==> config.mk <==
export PLATFORM = sky130hd
export DESIGN_NAME = oled_init_regs
export DESIGN_NICKNAME = d
export VERILOG_FILES = /design/src/hdl/oled_init_regs.v /design/src/hdl/ser_shift.v
export VERILOG_INCLUDE_DIRS = /design/src /design/src/hdl
export SDC_FILE = /design/constraint.sdc
export NUM_CORES = 1
export LEC_CHECK = 0
export ABC_AREA = 1
export BUFFER_PORTS_ARGS = -buffer_cell sky130_fd_sc_hd__buf_2
export CAP_MARGIN = 20
export CORE_ASPECT_RATIO = 1.4
export CORE_UTILIZATION = 50
export DETAILED_ROUTE_END_ITERATION = 10
export PLACE_DENSITY_LB_ADDON = 0.2
export SYNTH_ARGS = -nofsm -noshare
export SYNTH_HDL_FRONTEND = slang
export SYNTH_HIERARCHICAL = 1
export SYNTH_SLANG_ARGS = --single-unit
==> constraint.sdc <==
create_clock -name sys_clk -period 1.8 [get_ports sys_clk]
set_input_delay 0.36 -clock sys_clk [delete_from_list [all_inputs] [get_ports sys_clk]]
set_output_delay 0.36 -clock sys_clk [all_outputs]
set_load 0.03 [all_outputs]
==> src/hdl/oled_init_defines.vh <==
// register offsets, field positions, reset defaults and widths of the display init block
`ifndef OLED_INIT_DEFINES_VH
`define OLED_INIT_DEFINES_VH

// register byte offsets
`define OFS_CTRL        6'h00
`define OFS_MUX         6'h04
`define OFS_START       6'h08
`define OFS_OFFSET      6'h0c
`define OFS_COLUMN      6'h10
`define OFS_MASTER      6'h14
`define OFS_CON_A       6'h18
`define OFS_CON_B       6'h1c
`define OFS_CON_C       6'h20
`define OFS_STATUS      6'h24

// control register fields
`define CTRL_ON_BIT     0
`define CTRL_MODE_LO    1
`define CTRL_MODE_HI    2
`define CTRL_SEG_BIT    3
`define CTRL_COM_BIT    4

// status register fields
`define STAT_INIT_BIT   0
`define STAT_VALID_BIT  1
`define STAT_DC_BIT     2
`define STAT_BYTE_LO    8
`define STAT_BYTE_HI    15

// display modes
`define MODE_NORMAL     2'h0
`define MODE_ALL_ON     2'h1
`define MODE_ALL_OFF    2'h2
`define MODE_INVERSE    2'h3

// defaults forced by initialisation
`define DEF_DISP_ON     1'h0
`define DEF_MUX         8'h40
`define DEF_START       8'h00
`define DEF_OFFSET      8'h00
`define DEF_SEG_REMAP   1'h0
`define DEF_COM_REMAP   1'h0
`define DEF_COLUMN      8'h00
`define DEF_MASTER      4'hf
`define DEF_CON         8'h80
`define DEF_MODE        2'h0

// serial shifter
`define SER_BITS        4'h8
`define SER_LAST_BIT    4'h7
`define SER_CNT_ZERO    4'h0
`define BYTE_ZERO       8'h00

`endif

==> src/hdl/oled_init_regs.v <==
// display driver configuration registers with initialisation defaults and avalon slave
//
// The register offsets and the Avalon-MM register port were left to the implementer.
`timescale 1ns/10ps

// Contract
// While chip_init_n is low the block initialises itself and holds the display off.
// Initialisation sets the row multiplex ratio to 64 lines.
// Initialisation sets the start line to row 0 and the vertical offset to 0.
// Initialisation selects unremapped segment and common addressing from address 00h.
// Initialisation clears the column address counter to zero.
// Initialisation loads the master contrast with 0fh.
// Initialisation loads the contrast of colours a, b and c with 80h each.
// Initialisation drops any partly received bits in the serial shifter.
// Initialisation selects the normal display mode that shows ram contents.
// The host powers logic first, sends display off, initialises, clears, then panel power.
// The host waits 100 ms after panel power before sending display on.
// The host sends display off, drops panel power, waits 100 ms, then drops logic power.
// The host should repeat the initialisation when noise spoils the image.
// The host holds chip_init_n low a while after logic power and releases it before commands.
module oled_init_regs #(
  parameter [7:0] COL_COUNT = 8'ha0
) (
  // clock and reset
  input  wire        sys_clk,
  input  wire        resetn,
  // chip initialisation pin
  input  wire        chip_init_n,
  // avalon-mm slave
  input  wire [5:0]  avs_address,
  input  wire        avs_read,
  input  wire        avs_write,
  input  wire [31:0] avs_writedata,
  input  wire [3:0]  avs_byteenable,
  output reg  [31:0] avs_readdata,
  output reg         avs_waitrequest,
  // serial pins
  input  wire        ser_clk,
  input  wire        ser_cs_n,
  input  wire        ser_data,
  input  wire        ser_dc,
  // panel driver settings
  output reg         display_on_q,
  output reg  [1:0]  display_mode_q,
  output reg  [7:0]  row_multiplex_ratio_q,
  output reg  [7:0]  start_line_q,
  output reg  [7:0]  display_offset_q,
  output reg         first_segment_output_remap_q,
  output reg         first_common_output_remap_q,
  output reg  [7:0]  column_addr_q,
  output reg  [3:0]  master_contrast_q,
  output reg  [7:0]  contrast_a_q,
  output reg  [7:0]  contrast_b_q,
  output reg  [7:0]  contrast_c_q,
  output reg         init_active_q
);

`include "oled_init_defines.vh"

  localparam [7:0] COL_LAST = COL_COUNT - 8'h01;

  // bus handshake states
  localparam [1:0] BUS_IDLE = 2'h0;
  localparam [1:0] BUS_ACK  = 2'h1;

  reg  [1:0]  bus_state_q;
  reg  [31:0] rd_value_d;
  reg         byte_valid_q;
  reg  [7:0]  rx_byte_q;
  reg         rx_dc_q;
  wire        init_now;
  wire        wr_fire;
  wire        rd_fire;
  wire        wr_lane;
  wire [7:0]  wr_byte;
  wire [7:0]  sh_byte;
  wire        sh_dc;
  wire        sh_strobe;
  wire        data_byte;
  wire        wr_ctrl;
  wire        wr_mux;
  wire        wr_start;
  wire        wr_offset;
  wire        wr_column;
  wire        wr_master;
  wire        wr_con_a;
  wire        wr_con_b;
  wire        wr_con_c;
  wire        rd_status;

  // register decode used by the read mux and every write
  function hit;
    input [5:0] addr;
    input [5:0] ofs;
    begin
      hit = (addr == ofs);
    end
  endfunction

  // initialisation is either reset or the init pin low
  assign init_now  = !resetn || !chip_init_n;
  assign wr_fire   = avs_write && (bus_state_q == BUS_ACK);
  assign rd_fire   = avs_read && (bus_state_q == BUS_IDLE);  // edge that snapshots read data
  assign wr_lane   = wr_fire && avs_byteenable[0] && !init_now;
  assign wr_byte   = avs_writedata[7:0];
  assign data_byte = sh_strobe && sh_dc && !init_now;

  // one strobe per register, decoded once
  assign wr_ctrl   = wr_lane && hit(avs_address, `OFS_CTRL);
  assign wr_mux    = wr_lane && hit(avs_address, `OFS_MUX);
  assign wr_start  = wr_lane && hit(avs_address, `OFS_START);
  assign wr_offset = wr_lane && hit(avs_address, `OFS_OFFSET);
  assign wr_column = wr_lane && hit(avs_address, `OFS_COLUMN);
  assign wr_master = wr_lane && hit(avs_address, `OFS_MASTER);
  assign wr_con_a  = wr_lane && hit(avs_address, `OFS_CON_A);
  assign wr_con_b  = wr_lane && hit(avs_address, `OFS_CON_B);
  assign wr_con_c  = wr_lane && hit(avs_address, `OFS_CON_C);
  assign rd_status = rd_fire && hit(avs_address, `OFS_STATUS);

  // serial shifter, cleared while initialising
  ser_shift u_ser_shift (
    .sys_clk  (sys_clk),
    .resetn   (resetn),
    .clear    (!chip_init_n),
    .ser_clk  (ser_clk),
    .ser_cs_n (ser_cs_n),
    .ser_data (ser_data),
    .ser_dc   (ser_dc),
    .byte_q   (sh_byte),
    .dc_q     (sh_dc),
    .strobe_q (sh_strobe)
  );

  // read mux, unmapped offsets read zero
  always @* begin
    rd_value_d = 32'h00000000;
    if (hit(avs_address, `OFS_CTRL)) begin
      rd_value_d[`CTRL_ON_BIT]                  = display_on_q;
      rd_value_d[`CTRL_MODE_HI:`CTRL_MODE_LO]   = display_mode_q;
      rd_value_d[`CTRL_SEG_BIT]                 = first_segment_output_remap_q;
      rd_value_d[`CTRL_COM_BIT]                 = first_common_output_remap_q;
    end else if (hit(avs_address, `OFS_MUX)) begin
      rd_value_d[7:0] = row_multiplex_ratio_q;
    end else if (hit(avs_address, `OFS_START)) begin
      rd_value_d[7:0] = start_line_q;
    end else if (hit(avs_address, `OFS_OFFSET)) begin
      rd_value_d[7:0] = display_offset_q;
    end else if (hit(avs_address, `OFS_COLUMN)) begin
      rd_value_d[7:0] = column_addr_q;
    end else if (hit(avs_address, `OFS_MASTER)) begin
      rd_value_d[3:0] = master_contrast_q;
    end else if (hit(avs_address, `OFS_CON_A)) begin
      rd_value_d[7:0] = contrast_a_q;
    end else if (hit(avs_address, `OFS_CON_B)) begin
      rd_value_d[7:0] = contrast_b_q;
    end else if (hit(avs_address, `OFS_CON_C)) begin
      rd_value_d[7:0] = contrast_c_q;
    end else if (hit(avs_address, `OFS_STATUS)) begin
      rd_value_d[`STAT_INIT_BIT]                = init_active_q;
      rd_value_d[`STAT_VALID_BIT]               = byte_valid_q;
      rd_value_d[`STAT_DC_BIT]                  = rx_dc_q;
      rd_value_d[`STAT_BYTE_HI:`STAT_BYTE_LO]   = rx_byte_q;
    end
  end

  // waitrequest handshake: one wait cycle, then one answer cycle
  always @(posedge sys_clk) begin
    if (!resetn) begin
      bus_state_q     <= BUS_IDLE;
      avs_waitrequest <= 1'b1;
      avs_readdata    <= 32'h00000000;
    end else begin
      case (bus_state_q)
        BUS_IDLE: begin
          if (avs_read || avs_write) begin
            bus_state_q     <= BUS_ACK;
            avs_waitrequest <= 1'b0;
            avs_readdata    <= avs_read ? rd_value_d : 32'h00000000;
          end
        end
        BUS_ACK: begin
          bus_state_q     <= BUS_IDLE;
          avs_waitrequest <= 1'b1;
        end
        default: begin
          bus_state_q     <= BUS_IDLE;
          avs_waitrequest <= 1'b1;
        end
      endcase
    end
  end

  // init status follows the pin, visible to software
  always @(posedge sys_clk) begin
    if (!resetn) begin
      init_active_q <= 1'b1;
    end else begin
      init_active_q <= !chip_init_n;
    end
  end

  // display control, held at defaults while initialising
  always @(posedge sys_clk) begin
    if (init_now) begin
      display_on_q                 <= `DEF_DISP_ON;
      display_mode_q               <= `DEF_MODE;
      first_segment_output_remap_q <= `DEF_SEG_REMAP;
      first_common_output_remap_q  <= `DEF_COM_REMAP;
    end else if (wr_ctrl) begin
      display_on_q                 <= wr_byte[`CTRL_ON_BIT];
      display_mode_q               <= wr_byte[`CTRL_MODE_HI:`CTRL_MODE_LO];
      first_segment_output_remap_q <= wr_byte[`CTRL_SEG_BIT];
      first_common_output_remap_q  <= wr_byte[`CTRL_COM_BIT];
    end
  end

  // multiplex ratio
  always @(posedge sys_clk) begin
    if (init_now) begin
      row_multiplex_ratio_q <= `DEF_MUX;
    end else if (wr_mux) begin
      row_multiplex_ratio_q <= wr_byte;
    end
  end

  // display start line
  always @(posedge sys_clk) begin
    if (init_now) begin
      start_line_q <= `DEF_START;
    end else if (wr_start) begin
      start_line_q <= wr_byte;
    end
  end

  // vertical display offset
  always @(posedge sys_clk) begin
    if (init_now) begin
      display_offset_q <= `DEF_OFFSET;
    end else if (wr_offset) begin
      display_offset_q <= wr_byte;
    end
  end

  // master contrast, low nibble of the byte
  always @(posedge sys_clk) begin
    if (init_now) begin
      master_contrast_q <= `DEF_MASTER;
    end else if (wr_master) begin
      master_contrast_q <= wr_byte[3:0];
    end
  end

  // colour a contrast
  always @(posedge sys_clk) begin
    if (init_now) begin
      contrast_a_q <= `DEF_CON;
    end else if (wr_con_a) begin
      contrast_a_q <= wr_byte;
    end
  end

  // colour b contrast
  always @(posedge sys_clk) begin
    if (init_now) begin
      contrast_b_q <= `DEF_CON;
    end else if (wr_con_b) begin
      contrast_b_q <= wr_byte;
    end
  end

  // colour c contrast
  always @(posedge sys_clk) begin
    if (init_now) begin
      contrast_c_q <= `DEF_CON;
    end else if (wr_con_c) begin
      contrast_c_q <= wr_byte;
    end
  end

  // column counter: software load, advance per serial data byte
  always @(posedge sys_clk) begin
    if (init_now) begin
      column_addr_q <= `DEF_COLUMN;
    end else if (wr_column) begin
      column_addr_q <= wr_byte;
    end else if (data_byte) begin
      if (column_addr_q >= COL_LAST) begin
        column_addr_q <= `DEF_COLUMN;
      end else begin
        column_addr_q <= column_addr_q + 8'h01;
      end
    end
  end

  // last received serial byte; valid flag cleared on the edge the status is snapshot, a new byte wins
  always @(posedge sys_clk) begin
    if (init_now) begin
      byte_valid_q <= 1'b0;
      rx_byte_q    <= `BYTE_ZERO;
      rx_dc_q      <= 1'b0;
    end else if (sh_strobe) begin
      byte_valid_q <= 1'b1;
      rx_byte_q    <= sh_byte;
      rx_dc_q      <= sh_dc;
    end else if (rd_status) begin
      byte_valid_q <= 1'b0;
    end
  end

endmodule // oled_init_regs

==> src/hdl/ser_shift.v <==
// serial command/data shifter, one byte per eight rising serial clock edges
`timescale 1ns/10ps

module ser_shift (
  // clock and reset
  input  wire       sys_clk,
  input  wire       resetn,
  // clear of partial bits
  input  wire       clear,
  // serial pins
  input  wire       ser_clk,
  input  wire       ser_cs_n,
  input  wire       ser_data,
  input  wire       ser_dc,
  // received byte
  output reg  [7:0] byte_q,
  output reg        dc_q,
  output reg        strobe_q
);

`include "oled_init_defines.vh"

  reg  [7:0] shift_q;
  reg  [3:0] count_q;
  reg        clk_prev_q;
  wire       rise;

  // serial clock edge, pins already synchronous
  assign rise = ser_clk && !clk_prev_q && !ser_cs_n;

  // shift msb first, drop partial bits on clear or deselect
  always @(posedge sys_clk) begin
    if (!resetn || clear) begin
      shift_q    <= `BYTE_ZERO;
      count_q    <= `SER_CNT_ZERO;
      clk_prev_q <= 1'b0;
      byte_q     <= `BYTE_ZERO;
      dc_q       <= 1'b0;
      strobe_q   <= 1'b0;
    end else begin
      clk_prev_q <= ser_clk;
      strobe_q   <= 1'b0;
      if (ser_cs_n) begin
        count_q <= `SER_CNT_ZERO;
      end else if (rise) begin
        shift_q <= {shift_q[6:0], ser_data};
        if (count_q == `SER_LAST_BIT) begin
          count_q  <= `SER_CNT_ZERO;
          byte_q   <= {shift_q[6:0], ser_data};
          dc_q     <= ser_dc;
          strobe_q <= 1'b1;
        end else begin
          count_q <= count_q + 4'h1;
        end
      end
    end
  end

endmodule // ser_shift
==> impl_results.md <==
* Crit path DAT at slightly below 2 ns
* CP startpoint kind: register
* Cell total after placement at between 900 and 1000
* Slew headroom at 59.1%
* Initial antenna violation count at 0
* DRT antenna net count at 0
* Average size of a mapped cell at around 7.6 µm²
* Final Net Count at between 800 and 900
* CP Capture Type: register
* Synth Cell Area at 5160 µm²
* Critical path, cell by cell: ha_4 -> nand3_1 -> nor2_2 -> nor3_1 -> o21ai_2 -> a21oi_1 -> o21ai_1 -> a21oi_1
* Minimum clock period at 1.69 ns
* Critical Path Max Stage Delay at roughly 0.39 ns
* Starting Density at a little over 50%
* VDD IR max at approximately 0.00074 V
* Area delta synth->final at 27.6%
* RePlAce Congestion at 0.915
* Hold WC Path Type: in2reg
* Clk Latency, worst-skew pair at 0.41 ns
* Pwr Total at 0.00632 W
* Clk pin slew, worst setup/hold paths at around 0.050 ns
* All-Layer GR Usage at around 29%
* Max-cap violation count at 0
* Max Slew Vio Count at 0
* Core Area at 9950 µm²
* Crit-path slowest cell: dfxtp_2
* Initial DRC Count at between 400 and 500
* Vias in the first global route at roughly 4800
* Most frequent cells in the layout: nand2_1 (145), dfxtp_1 (114), buf_2 (106)
* Final worst slack at 0.111 ns
* IO Pins at 150
* Largest net degree at the start of global routing at slightly below 60
* Max Freq at approximately 590 MHz
* Layout cells sized above 1 at between 20 and 30%
* Setup-failing EPs final at 0
* Setup Slack @ Placement at -0.116 ns
* Most common cell after layout, fill and taps aside: nand2_1
* Die X at roughly 88 µm
* Clock Skews at approximately 0.0051 ns
* Largest area contributor in the netlist: dfxtp_1
* Register-to-register setup slack at 0.11 ns
* DR pass1 iterations at 7
* Detail Placement HPWL at approximately 11 mm
* Worst hold slack at approximately 0.17 ns
* RSZ-0062 raised after global routing: no
* Clk root buf: clkbuf_16
* TritonCTS clock tree: done
* Power Density at ~960 nW/µm²
* Crit share post-route at 93.8%
* Worst-Margin Slew at around 0.61 ns
* # clock sinks at between 100 and 150
* WL/cell at roughly 15 µm
* WS Path Type: reg2reg
* Main area contributors after synthesis: dfxtp_1 (45%), nand2_1 (11%), a21oi_1 (9.3%)
* DRC Markers at 0
* Worst path required time at 2.09 ns
* Ys Warns at 6
* Top cell by count, worst path: a21oi_1
* FF+latch count, synth at between 100 and 150
* Worst Hold Launch: resetn
* Vias at approximately 5100
* Final Hold Vio Count at 0
* Layout Cells excl Fill at a little under 1000
* Setup crit start: column_addr_q[0]
* Status: finished clean
* Unique masters post-synth at 39
* Cells after Synth at 680
* Via density at 5.26
* TritonCTS Buffers at 17
* Critical-path maximum fanout at 5
* Worst r2r src: column_addr_q[0]
* Full die area at approximately 11000 µm²
* IO buf count at about 110
* Leak Pwr at around 3.0 nW
* Diodes inserted at 0
* First-pass GRT wire length at 23.6 mm
* Total grt overflow at 0
* Detailed Route WL at about 15 mm
* Clock Tree Buf Depth at 2
* Seq/Total Area, Yosys at 45.0%
* Top-area cell type share of the netlist area at roughly 45%
* H-tree depth at 4
* Row cnt at 43
* Chip Height at ~120 µm
cell usage after synthesis (all sizes together):
| master | number |
|---|---|
| a21oi | 96 |
| a22oi | 1 |
| a31o | 1 |
| buf | 26 |
| clkbuf | 12 |
| clkinv | 4 |
| conb | 1 |
| dfxtp | 116 |
| ha | 2 |
| inv | 54 |
| nand2 | 151 |
| nand3 | 33 |
| nand4 | 9 |
| nor2 | 70 |
| nor3 | 7 |
| o211ai | 11 |
| o21ai | 69 |
| o221a | 4 |
| o22ai | 6 |
| or2 | 6 |
| xor2 | 1 |
layout make-up:
cell class / count / area (µm²)
Clock buffer: 23 / 468
Clock inverter: 9 / 128
Fill cell: 889 / 3370
Inverter: 58 / 225
Multi-Input combinational cell: 483 / 2450
Sequential cell: 116 / 2320
Tap cell: 135 / 169
Timing Repair Buffer: 143 / 821
power by group:
| part | total (W) | switching (W) | internal, W | leakage (nW) |
|---|---|---|---|---|
| Sequential | 0.00259 | 0.00000693 | 0.00258 | 0.937 |
| Clock | 0.00338 | 0.00115 | 0.00224 | 0.283 |
| Combinational | 0.000346 | 0.000253 | 0.0000928 | 1.79 |
| Total | 0.00632 | 0.00141 | 0.00491 | 3.01 |
worst paths after layout:
check | to | cells after the start
worst max-delay path | column_addr_q[2] | 8
worst min-delay path | avs_waitrequest | 2
worst max register to register | column_addr_q[2] | 8
worst min register to register | avs_readdata[1] | 2
worst max-delay path: cells and delay by family, from the launching register on:
| kind | cells | cell delay (ns) |
|---|---|---|
| adders and majority gates | 1 | 0.17 |
| and+or+nand+nor | 3 | 0.37 |
| DFF | 1 | 0.39 |
| AOI/OAI and AO/OA | 4 | 0.64 |
through the flow:
stage / area (µm²) / setup TNS (ns) / utilization (%)
2_1_floorplan: 5220 / 0 / -
3_3_place_gp: 5970 / -0.380 / 59.9
3_5_place_dp: 5970 / -0.634 / 59.9
4_1_cts: 6560 / 0 / 65.9
5_1_grt: 6590 / 0 / 66.2
6_report: 6590 / 0 / 66.2
sequential cells by signal, summed over array words and instances (netlist names), 2 cells and up:
name,cells
u_ser_shift/byte_q,8
display_mode_q,2
contrast_a_q,8
u_ser_shift/shift_q,7
column_addr_q,8
contrast_b_q,8
contrast_c_q,8
start_line_q,8
display_offset_q,8
row_multiplex_ratio_q,8
master_contrast_q,4
u_ser_shift/count_q,4
avs_readdata,16
rx_byte_q,8
layer usage:
layer  global-route usage [%]  wire length (µm)
met1                     32.5              5670
met2                     50.2              7750
met3                     7.67               896
met4                     16.7               522
met5                        0                 0
logic make-up (layout without fill, tap and decap cells):
logic type,Yosys count,count (layout),synth area share [%]
xor+xnor,1,1,0.170
simple gates,276,276,25.7
other cells,1,16,0.0727
fa+ha+maj,2,2,0.485
compound gates,188,188,19.7
flops,116,116,45.0
buf+inv,96,233,8.90
timing repair:
item / 4_1_cts / 5_1_grt
gates resized for setup: 1 / 4
endpoints found under the setup margin: 1 / 8
hold buffers: 0 / 0
buffers inserted: 0 / 1
pin swaps: 0 / 3
hold endpoints to repair: 0 / 0
No activity file was read; power rests on OpenSTA's default activity.
